[src/rtl/dmp_pkg.sv]
// Constants, register map and carrier types for the channel B modem pins.
package dmp_pkg;

   // ==========================================================
   // Bus widths.
   localparam int DMP_ADDR_W = 4;
   localparam int DMP_DATA_W = 8;

   // ==========================================================
   // Register offsets.
   localparam logic [3:0] OFS_INT_ENABLE    = 4'h1;
   localparam logic [3:0] OFS_ALT_FUNCTION  = 4'h2;
   localparam logic [3:0] OFS_ENH_FEATURE   = 4'h3;
   localparam logic [3:0] OFS_MODEM_CONTROL = 4'h4;
   localparam logic [3:0] OFS_FEAT_CONTROL  = 4'h5;
   localparam logic [3:0] OFS_EXT_MODE      = 4'h6;
   localparam logic [3:0] OFS_MODEM_LEVELS  = 4'h7;
   localparam logic [3:0] OFS_EVENT_STATUS  = 4'h8;
   localparam logic [3:0] OFS_EVENT_MASK    = 4'h9;

   // ==========================================================
   // Field positions.
   localparam int MC_TERM_READY_BIT = 0;
   localparam int MC_REQ_SEND_BIT   = 1;
   localparam int MC_USER_OUT2_BIT  = 3;
   localparam int AF_SEL_LSB        = 1;
   localparam int AF_SEL_MSB        = 2;
   localparam int EF_AUTO_RTS_BIT   = 6;
   localparam int EF_AUTO_CTS_BIT   = 7;
   localparam int IE_CTS_BIT        = 7;
   localparam int FC_DIR_CTRL_BIT   = 3;
   localparam int EM_DIR_INVERT_BIT = 3;

   // ==========================================================
   // Reset values.
   localparam logic [7:0] REG_RESET = 8'h00;
   localparam logic [3:0] EVT_RESET = 4'h0;

   // ==========================================================
   // Alternate function field codes.
   localparam logic [1:0] AF_CODE_USER  = 2'h0;
   localparam logic [1:0] AF_CODE_BAUD  = 2'h1;
   localparam logic [1:0] AF_CODE_RXRDY = 2'h2;

   // Decoded multi-function selection, one-hot.
   typedef enum logic [2:0] {
      MF_USER  = 3'h1,
      MF_BAUD  = 3'h2,
      MF_RXRDY = 3'h4
   } dmp_mf_sel_type;

   // Modem inputs in active-high form; also the event bit order.
   typedef struct packed {
      logic cts;
      logic dsr;
      logic cd;
      logic ri;
   } dmp_modem_in_type;

endpackage : dmp_pkg

[src/rtl/dmp_modem_pins.sv]
// Channel B modem-control and multi-function output pin logic.
//
// Functional notes
// - Request-to-send pin is active low; handshake output or software output.
// - Active-low clear-to-send gates auto CTS transmit; event enable bit.
// - Request-to-send pin doubles as RS-485 direction when direction bit set.
// - Active-low terminal-ready output, usable as a general output.
// - Set-ready, carrier-detect, ring inputs readable and logged as events; no UART effect.
// - Multi-function pin shows one of three functions, chosen by bits 2:1.
// - User-output function drives the pin low while control bit 3 is set.
// - Modem-control bit 3 clears to zero on reset.
// - Baud-clock function puts the 16x baud clock on the pin.
// - Receive-ready function puts active-low receive-ready on the pin.
// - Direction mode, invert bit clear: high to receive, low to transmit, high after stop.
`timescale 1ns/10ps
module dmp_modem_pins
   import dmp_pkg::*;
(
   input  wire logic        CLK,
   input  wire logic        RESETN,
   input  wire logic [3:0]  ADDR,
   input  wire logic [7:0]  WDATA,
   input  wire logic        WR,
   input  wire logic        RD,
   output logic      [7:0]  RDATA,
   output logic             IRQ,
   output logic             REQUEST_TO_SEND_B_N,
   input  wire logic        CLEAR_TO_SEND_B_N,
   output logic             TERMINAL_READY_B_N,
   input  wire logic        SET_READY_B_N,
   input  wire logic        CARRIER_DETECT_B_N,
   input  wire logic        RING_INDICATOR_B_N,
   output logic             MULTI_FUNCTION_OUT_B_N,
   input  wire logic        BAUD_16X,
   input  wire logic        RX_READY_DMA_B_N,
   input  wire logic        RX_FLOW_STOP,
   input  wire logic        TX_ACTIVE,
   output logic             TX_PERMIT
);

   // ==========================================================
   // Declarations.
   logic [7:0]       interrupt_enable_reg;
   logic [7:0]       alternate_function_reg;
   logic [7:0]       enhanced_feature_reg;
   logic [7:0]       modem_control_reg;
   logic [7:0]       feature_control_reg;
   logic [7:0]       extended_mode_select_reg;
   logic [3:0]       event_mask_reg;
   logic [3:0]       event_status_reg;
   logic [3:0]       event_status_next;
   logic [7:0]       rdata_reg;
   logic [7:0]       rdata_next;
   dmp_modem_in_type modem_now;
   dmp_modem_in_type modem_prev_reg;
   logic [3:0]       event_set;
   logic             auto_rts;
   logic             auto_cts;
   logic             dir_ctrl;
   logic             dir_invert;
   logic             req_send_active;
   logic             rts_pin_next;
   logic             rts_pin_reg;
   logic             dtr_pin_reg;
   logic             mf_pin_next;
   logic             mf_pin_reg;
   dmp_mf_sel_type   mf_sel;
   logic             status_read;

   assign auto_rts   = enhanced_feature_reg[EF_AUTO_RTS_BIT];
   assign auto_cts   = enhanced_feature_reg[EF_AUTO_CTS_BIT];
   assign dir_ctrl   = feature_control_reg[FC_DIR_CTRL_BIT];
   assign dir_invert = extended_mode_select_reg[EM_DIR_INVERT_BIT];

   // ==========================================================
   // Register writes. No write side effects beyond storage.
   always_ff @(posedge CLK or negedge RESETN) begin
      if (!RESETN) begin
         interrupt_enable_reg     <= REG_RESET;
         alternate_function_reg   <= REG_RESET;
         enhanced_feature_reg     <= REG_RESET;
         modem_control_reg        <= REG_RESET;
         feature_control_reg      <= REG_RESET;
         extended_mode_select_reg <= REG_RESET;
         event_mask_reg           <= EVT_RESET;
      end else if (WR) begin
         unique case (ADDR)
            OFS_INT_ENABLE:    interrupt_enable_reg     <= WDATA;
            OFS_ALT_FUNCTION:  alternate_function_reg   <= WDATA;
            OFS_ENH_FEATURE:   enhanced_feature_reg     <= WDATA;
            OFS_MODEM_CONTROL: modem_control_reg        <= WDATA;
            OFS_FEAT_CONTROL:  feature_control_reg      <= WDATA;
            OFS_EXT_MODE:      extended_mode_select_reg <= WDATA;
            OFS_EVENT_MASK:    event_mask_reg           <= WDATA[3:0];
            default: ;
         endcase
      end
   end

   // ==========================================================
   // Modem inputs, viewed active high. They feed status; clear-to-send also gates transmit.
   assign modem_now = '{cts: !CLEAR_TO_SEND_B_N, dsr: !SET_READY_B_N,
                        cd: !CARRIER_DETECT_B_N, ri: !RING_INDICATOR_B_N};

   // Previous levels, kept to see changes.
   always_ff @(posedge CLK or negedge RESETN) begin
      if (!RESETN) begin
         modem_prev_reg <= '0;
      end else begin
         modem_prev_reg <= modem_now;
      end
   end

   // A clear-to-send change only counts while its enable bit is set.
   always_comb begin
      event_set = modem_now ^ modem_prev_reg;
      event_set[3] = event_set[3] & interrupt_enable_reg[IE_CTS_BIT];
   end

   // ==========================================================
   // Sticky events; a read clears them but a new event wins.
   assign status_read = RD && (ADDR == OFS_EVENT_STATUS);

   always_comb begin
      event_status_next = status_read ? EVT_RESET : event_status_reg;
      event_status_next = event_status_next | event_set;
   end

   always_ff @(posedge CLK or negedge RESETN) begin
      if (!RESETN) begin
         event_status_reg <= EVT_RESET;
      end else begin
         event_status_reg <= event_status_next;
      end
   end

   // Level interrupt while any unmasked event is pending.
   assign IRQ = |(event_status_reg & event_mask_reg);

   // ==========================================================
   // Read port; data valid only in the cycle after the strobe.
   always_comb begin
      rdata_next = 8'h00;
      if (RD) begin
         unique case (ADDR)
            OFS_INT_ENABLE:    rdata_next = interrupt_enable_reg;
            OFS_ALT_FUNCTION:  rdata_next = alternate_function_reg;
            OFS_ENH_FEATURE:   rdata_next = enhanced_feature_reg;
            OFS_MODEM_CONTROL: rdata_next = modem_control_reg;
            OFS_FEAT_CONTROL:  rdata_next = feature_control_reg;
            OFS_EXT_MODE:      rdata_next = extended_mode_select_reg;
            OFS_MODEM_LEVELS:  rdata_next = {4'h0, modem_now};
            OFS_EVENT_STATUS:  rdata_next = {4'h0, event_status_reg};
            OFS_EVENT_MASK:    rdata_next = {4'h0, event_mask_reg};
            default:           rdata_next = 8'h00;
         endcase
      end
   end

   always_ff @(posedge CLK or negedge RESETN) begin
      if (!RESETN) begin
         rdata_reg <= 8'h00;
      end else begin
         rdata_reg <= rdata_next;
      end
   end

   assign RDATA = rdata_reg;

   // ==========================================================
   // Request-to-send. Direction mode overrides flow control, so a
   // transceiver is never left enabled by a stale software bit.
   // Auto flow control only withdraws a request software has made.
   assign req_send_active = modem_control_reg[MC_REQ_SEND_BIT] &&
                            !(auto_rts && RX_FLOW_STOP);

   always_comb begin
      if (dir_ctrl) begin
         // Unless inverted, low while transmitting, high once the last stop bit is out.
         rts_pin_next = !TX_ACTIVE ^ dir_invert;
      end else begin
         rts_pin_next = !req_send_active;
      end
   end

   always_ff @(posedge CLK or negedge RESETN) begin
      if (!RESETN) begin
         rts_pin_reg <= 1'b1;
         dtr_pin_reg <= 1'b1;
      end else begin
         rts_pin_reg <= rts_pin_next;
         dtr_pin_reg <= !modem_control_reg[MC_TERM_READY_BIT];
      end
   end

   assign REQUEST_TO_SEND_B_N = rts_pin_reg;
   assign TERMINAL_READY_B_N  = dtr_pin_reg;

   // Clear-to-send gates the transmitter only under auto CTS.
   assign TX_PERMIT = !(auto_cts && modem_now.cts == 1'b0);

   // ==========================================================
   // Multi-function pin. The unused field code falls back to the
   // user output so the pin always has a defined meaning.
   always_comb begin
      unique case (alternate_function_reg[AF_SEL_MSB:AF_SEL_LSB])
         AF_CODE_BAUD:  mf_sel = MF_BAUD;
         AF_CODE_RXRDY: mf_sel = MF_RXRDY;
         default:       mf_sel = MF_USER;
      endcase
   end

   // The baud clock passes one flop, so it lags by one clock.
   always_comb begin
      unique case (mf_sel)
         MF_USER:  mf_pin_next =
                      !modem_control_reg[MC_USER_OUT2_BIT];
         MF_BAUD:  mf_pin_next = BAUD_16X;
         MF_RXRDY: mf_pin_next = RX_READY_DMA_B_N;
      endcase
   end

   always_ff @(posedge CLK or negedge RESETN) begin
      if (!RESETN) begin
         mf_pin_reg <= 1'b1;
      end else begin
         mf_pin_reg <= mf_pin_next;
      end
   end

   assign MULTI_FUNCTION_OUT_B_N = mf_pin_reg;
endmodule : dmp_modem_pins

[config.mk]
export PLATFORM = sky130hd
export DESIGN_NAME = dmp_modem_pins
export DESIGN_NICKNAME = d
export VERILOG_FILES = /design/src/rtl/dmp_pkg.sv /design/src/rtl/dmp_modem_pins.sv
export SDC_FILE = /design/constraint.sdc
export NUM_CORES = 1
export LEC_CHECK = 0
export ABC_AREA = 1
export BUFFER_PORTS_ARGS = -buffer_cell sky130_fd_sc_hd__clkbuf_2
export CELL_PAD_IN_SITES_DETAIL_PLACEMENT = 1
export CELL_PAD_IN_SITES_GLOBAL_PLACEMENT = 1
export CORE_MARGIN = 2
export CORE_UTILIZATION = 39
export DETAILED_ROUTE_END_ITERATION = 8
export MAX_ROUTING_LAYER = met4
export PLACE_DENSITY = 0.74
export SYNTH_ARGS = -nofsm -noshare
export SYNTH_HDL_FRONTEND = slang
export SYNTH_SLANG_ARGS = --single-unit
[constraint.sdc]
create_clock -name CLK -period 1.1 [get_ports CLK]
set_clock_uncertainty 0.1 [all_clocks]
set_input_delay 0.165 -clock CLK [delete_from_list [all_inputs] [get_ports CLK]]
set_output_delay 0.165 -clock CLK [all_outputs]
set_load 0.05 [all_outputs]
# [Yosys cells after proc, flatten, opt, wreduce, memory -nomap -nowiden]
# Index checks and enable logic that the tools add are counted.
[op_classes] div=0 n_shift=0 n_mux=6 mul=0 reduce_logical=22 n_addsub=0 n_bitwise=5 eq_ne=14 magnitude_cmp=0
[ops] op="$pmux W8 S9" count=1
[ops] op="$eq A4 B3 Y1 const B" count=4
[ops] op="$reduce_and A2 Y1" count=7
[ops] op="$logic_not A1 Y1" count=10
[ops] op="$eq A4 B2 Y1 const B" count=2
[ops] op="$eq A4 B4 Y1 const B" count=2
[ops] op="$mux W8" count=1
[ops] op="$pmux W3 S2" count=1
[ops] op="$and A4 B4 Y4" count=1
[ops] op="$eq A4 B1 Y1 const B" count=1
[ops] op="$logic_and A1 B1 Y1" count=4
[ops] op="$mux W4" count=1
[ops] op="$or A4 B4 Y4" count=1
[ops] op="$reduce_or A4 Y1" count=1
[ops] op="$xor A4 B4 Y4" count=1
[ops] op="$eq A3 B1 Y1 const B" count=1
[ops] op="$eq A3 B2 Y1 const B" count=1
[ops] op="$eq A3 B3 Y1 const B" count=1
[ops] op="$pmux W1 S3" count=1
[ops] op="$eq A2 B1 Y1 const B" count=1
[ops] op="$eq A2 B2 Y1 const B" count=1
[ops] op="$and A1 B1 Y1" count=1
[ops] op="$mux W1" count=1
[ops] op="$xor A1 B1 Y1" count=1
[totals] output_inout_bits=13 n_memories=0 ramBits=0 romBits=0 latch_bits=0 input_bits=24 register_bits=71 wordCells=63

# [Longest topological paths before layout]
[depth] ltp_word=5 depth_mapped=9 ltp_nobuf=9

# [Least setup slack after synthesis]
# No wires, ideal clock.
[synth_timing] path_kind="register to output" from="register event_status_reg[0]" to="output IRQ" arrival_time_ps=911 path_slack_ps=-76 t_required_ps=835 stages_incl_launch_ff=3 n_path_buf=0 path_cell_list="dfrtp_1 nand2_1 nand4_1"
[synth_via] elab_chain_len=2
[synth_lines] element="start: declaration" line_no="dmp_modem_pins.sv:50" text="logic [3:0] event_status_reg;"
[synth_lines] element="start signal: assignment" line_no="dmp_modem_pins.sv:133" text="event_status_reg <= event_status_next;"
[synth_lines] element="$and A4 B4 Y4" line_no="dmp_modem_pins.sv:138" text="assign IRQ = |(event_status_reg & event_mask_reg);"
[synth_lines] element="$reduce_or A4 Y1" line_no="dmp_modem_pins.sv:138"
[synth_lines] element="end: declaration" line_no="dmp_modem_pins.sv:26" text="output logic IRQ,"
# Every way passes these cells.

# [Final worst setup path]
[layout_timing] from="register event_status_reg[1]" to="output IRQ"
# Same word-level chain as after synthesis.

==> qor.yml <==
logic_synthesis:
  mappedNetlistArea_sq_um: 3250
  synth_edf_count: 0
  synth.yosys.seq_area_share: 0.548
  synth_most_common_cell: "nand2_1"
  synth.net_count: 415
  asyncSetResetFlopFracSynth: 1.00
  synth.distinct_cells: 24
  ys_ff_latch: 71
  dominant_synthesized_flop_cell: "dfrtp_1"
  postSynthCellCount: 389
  netlist_top_cells_count: "nand2_1 (124), dfrtp_1 (68), inv_1 (41)"
  netlist.top_cell.by_area: "dfrtp_1"
  yosys_top_cell_area_share: 0.524
  synth.yosys.warnings: 0
  per_instance_average_area_after_synthesis_sq_um: 8.35
  yosys-top-cells-area: "dfrtp_1 (52%), nand2_1 (14%), o21ai_0 (5.9%)"
worst_setup_path:
  cp.arrival_ns: 1.16
  regToRegStartpoint: "event_status_reg[2]$_DFF_PN0_"
  timing.critical_path.slowest_stage_cell: "dfrtp_1"
  start_kind: "flip-flop"
  critPathLaunch: "event_status_reg[1]$_DFF_PN0_"
  path_cells: "nand2_1 > nand4_1 > clkbuf_8"
  crit_path_end_kind: "output pin"
  critPathRequiredTime_ns: 0.83
  timing.critical_path.fanout_max: 2
  critical_path.max_stage_delay_ns: 0.42
  criticalPathCategory: "flip-flop to output pin"
drt:
  dr.pass1.iters: 4
  iter_0_drt_violations: 165
  route.detailed.vias_per_inst: 5.06
  routed-via-count: 2973
  number_of_remaining_drc_errors: 0
  totalWireLength_mm: 10.1
  route.antenna.remaining_nets: 0
  avgRoutedWirePerCell_um: 17.2
final_layout:
  n_fill_cell: 961
  fin_cells: 588
  syn_to_final_growth_pct: 39.1
  layout-drive-gt1-share: 0.300
  antenna_cells: 0
  finish.net_count: 504
timing:
  slew_violations: 0
  report.final.setup_viol: 17
  post-route-worst-setup-slack_ns: -0.325
  worst-slew-pin-transition_ns: 0.348
  slew_headroom: 0.766
  min_period_over_period: 1.30
  rsz0062_at_grt: "yes"
  fin_tns_setup_ns: -2.08
  final.hold.worst_slack_ns: 0.0482
  final_period_minus_worst_setup_slack_ns: 1.43
  clock.fmax_ghz: 0.702
  timing_hold_violations_final: 0
clock_network:
  clock-root-buffer: "clkbuf_8"
  cts.reportedPaths.clkPinSlew_ns: 0.08
  cts_tree: "yes"
  tritoncts.num_buffers: 9
  clkSinkCount: 71
  worst_skew_pair_latency_ns: 0.36
  clockBufferDepth: 2
  h-tree-depth: 3
placement:
  place_inst: 551
  port-buffer-count: 36
  place_ws_ns: -0.328
  dpl_wire_length_mm: 6.77
  final_wtd_congestion: 0.827
power:
  combPwrFrac: 0.230
  peakVddDrop_mv: 0.878
  power.switching_fraction: 0.300
  cell_internal_pwr_uw: 5430
  net-switching-power_uw: 2330
  clkPwrFrac: 0.327
  power_frac_seq: 0.442
  static_leak_uw: 0.00232
  power.density_cell_area_nw_per_um2: 1720
min_path:
  timing.hold.worst.start: "WDATA[6]"
  worstHoldPathType: "input pin to flip-flop"
die:
  placement_row_count: 33
  core_region_area_sq_um: 8130
  die_h_um: 95.2
  start_util: 0.399
  floorplan.die.width_um: 95.2
  io_pins: 37
  floorplan_die_area_sq_um: 9070
grt:
  via_count_of_the_first_global_routing_pass: 3198
  grt_overflow_total: 0
  globalRouteTotalUtil: 0.245
  grt_max_degree: 41
  global_route_wire_length_before_repair_mm: 15.9
  antenna_found_initial: 0
run_status:
  status: "finished, violations left"
  failed_checks: "setup timing"
job:
  cap_viol_max_count: 0
==> final timing paths <==
| kind | cells after the start | slack, ns | to |
|---|---|---|---|
| hold reg to reg | 2 | 0.39 | interrupt_enable_reg[5]$_DFFE_PN0P_ |
| setup / recovery | 3 | -0.33 | IRQ |
| max in group asynchronous | 3 | 0.34 | modem_control_reg[5]$_DFFE_PN0P_ |
| setup reg to reg | 8 | -0.18 | RDATA[2]$_DFF_PN0_ |
| min in group asynchronous | 2 | 0.07 | event_status_reg[2]$_DFF_PN0_ |
| hold / removal | 3 | 0.05 | extended_mode_select_reg[6]$_DFFE_PN0P_ |
==> cells by family (layout without fill, tap and decap cells) <==
family,Yosys count,in the layout,synth area share
AND/OR/NAND/NOR,195,195,0.257
adder cells (fa/ha/maj),2,2,0.00771
XOR/XNOR,4,4,0.0108
buffers and inverters,52,146,0.0651
AO/OA/AOI/OAI,65,65,0.111
flip-flops,71,71,0.548
==> metal layers <==
metal / track usage / share of wire / up-vias
met5: - / 0 / -
met4: 0.109 / 0.023 / 0
met3: 0.0379 / 0.038 / 21
met2: 0.391 / 0.49 / 57
met1: 0.308 / 0.45 / 1482
li1: - / - / 1413
==> power by group through the flow <==
stage	Sequential, uW	Combinational, uW	Clock, uW
5_1_grt	3480	1960	2700
4_1_cts	3410	1690	2590
3_3_place_gp	3410	1290	0
3_5_place_dp	3440	1360	0
6_report	3430	1780	2540
2_1_floorplan	3560	668	0
==> repair_timing <==
action / in CTS / in global routing
endpoints found under the setup margin: 17 / 39
hold buffers: 10 / 0
endpoints found under the hold margin: 83 / 0
setup buffers: 6 / 7
resized for setup: 35 / 37
pin swaps: 3 / 16
==> per-stage QoR <==
step / utilization / instance area, sq um / power (uW)
6_report: 0.555 / 4520 / 7760
5_1_grt: 0.555 / 4520 / 8140
4_1_cts: 0.537 / 4370 / 7680
3_5_place_dp: 0.469 / 3810 / 4800
3_3_place_gp: 0.469 / 3810 / 4700
2_1_floorplan: - / 3270 / 4230
==> cells in the final DEF (no fill, tap or decap), types with 6 or more instances in the layout <==
| cell | instances |
|---|---|
| nand2_1 | 120 |
| dfrtp_1 | 67 |
| inv_1 | 37 |
| o21ai_0 | 36 |
| buf_4 | 30 |
| nand3_1 | 28 |
| clkbuf_2 | 20 |
| nor2_1 | 15 |
| o21ai_1 | 12 |
| clkbuf_8 | 10 |
| dlygate4sd3_1 | 10 |
| buf_8 | 9 |
| o21ai_2 | 8 |
| nor2_2 | 7 |
| nand3_2 | 7 |
| inv_2 | 6 |
| nand2_2 | 6 |
==> worst max-delay path: cells and delay by family, from the launching register on <==
kind,cells,cell delay (ns)
simple gates,2,0.19
buf+inv,1,0.20
flops,1,0.42
==> layout make-up <==
type / count / area, sq um / area share
sequential: 71 / 1780 / 0.395
multi-input combinational: 266 / 1370 / 0.304
timing repair buffer: 86 / 823 / 0.182
clock inverter: 6 / 109 / 0.0241
clock buffer: 10 / 128 / 0.0283
tap: 105 / 131 / 0.0291
inverter: 44 / 169 / 0.0374
No activity file was read; power rests on OpenSTA's default activity.
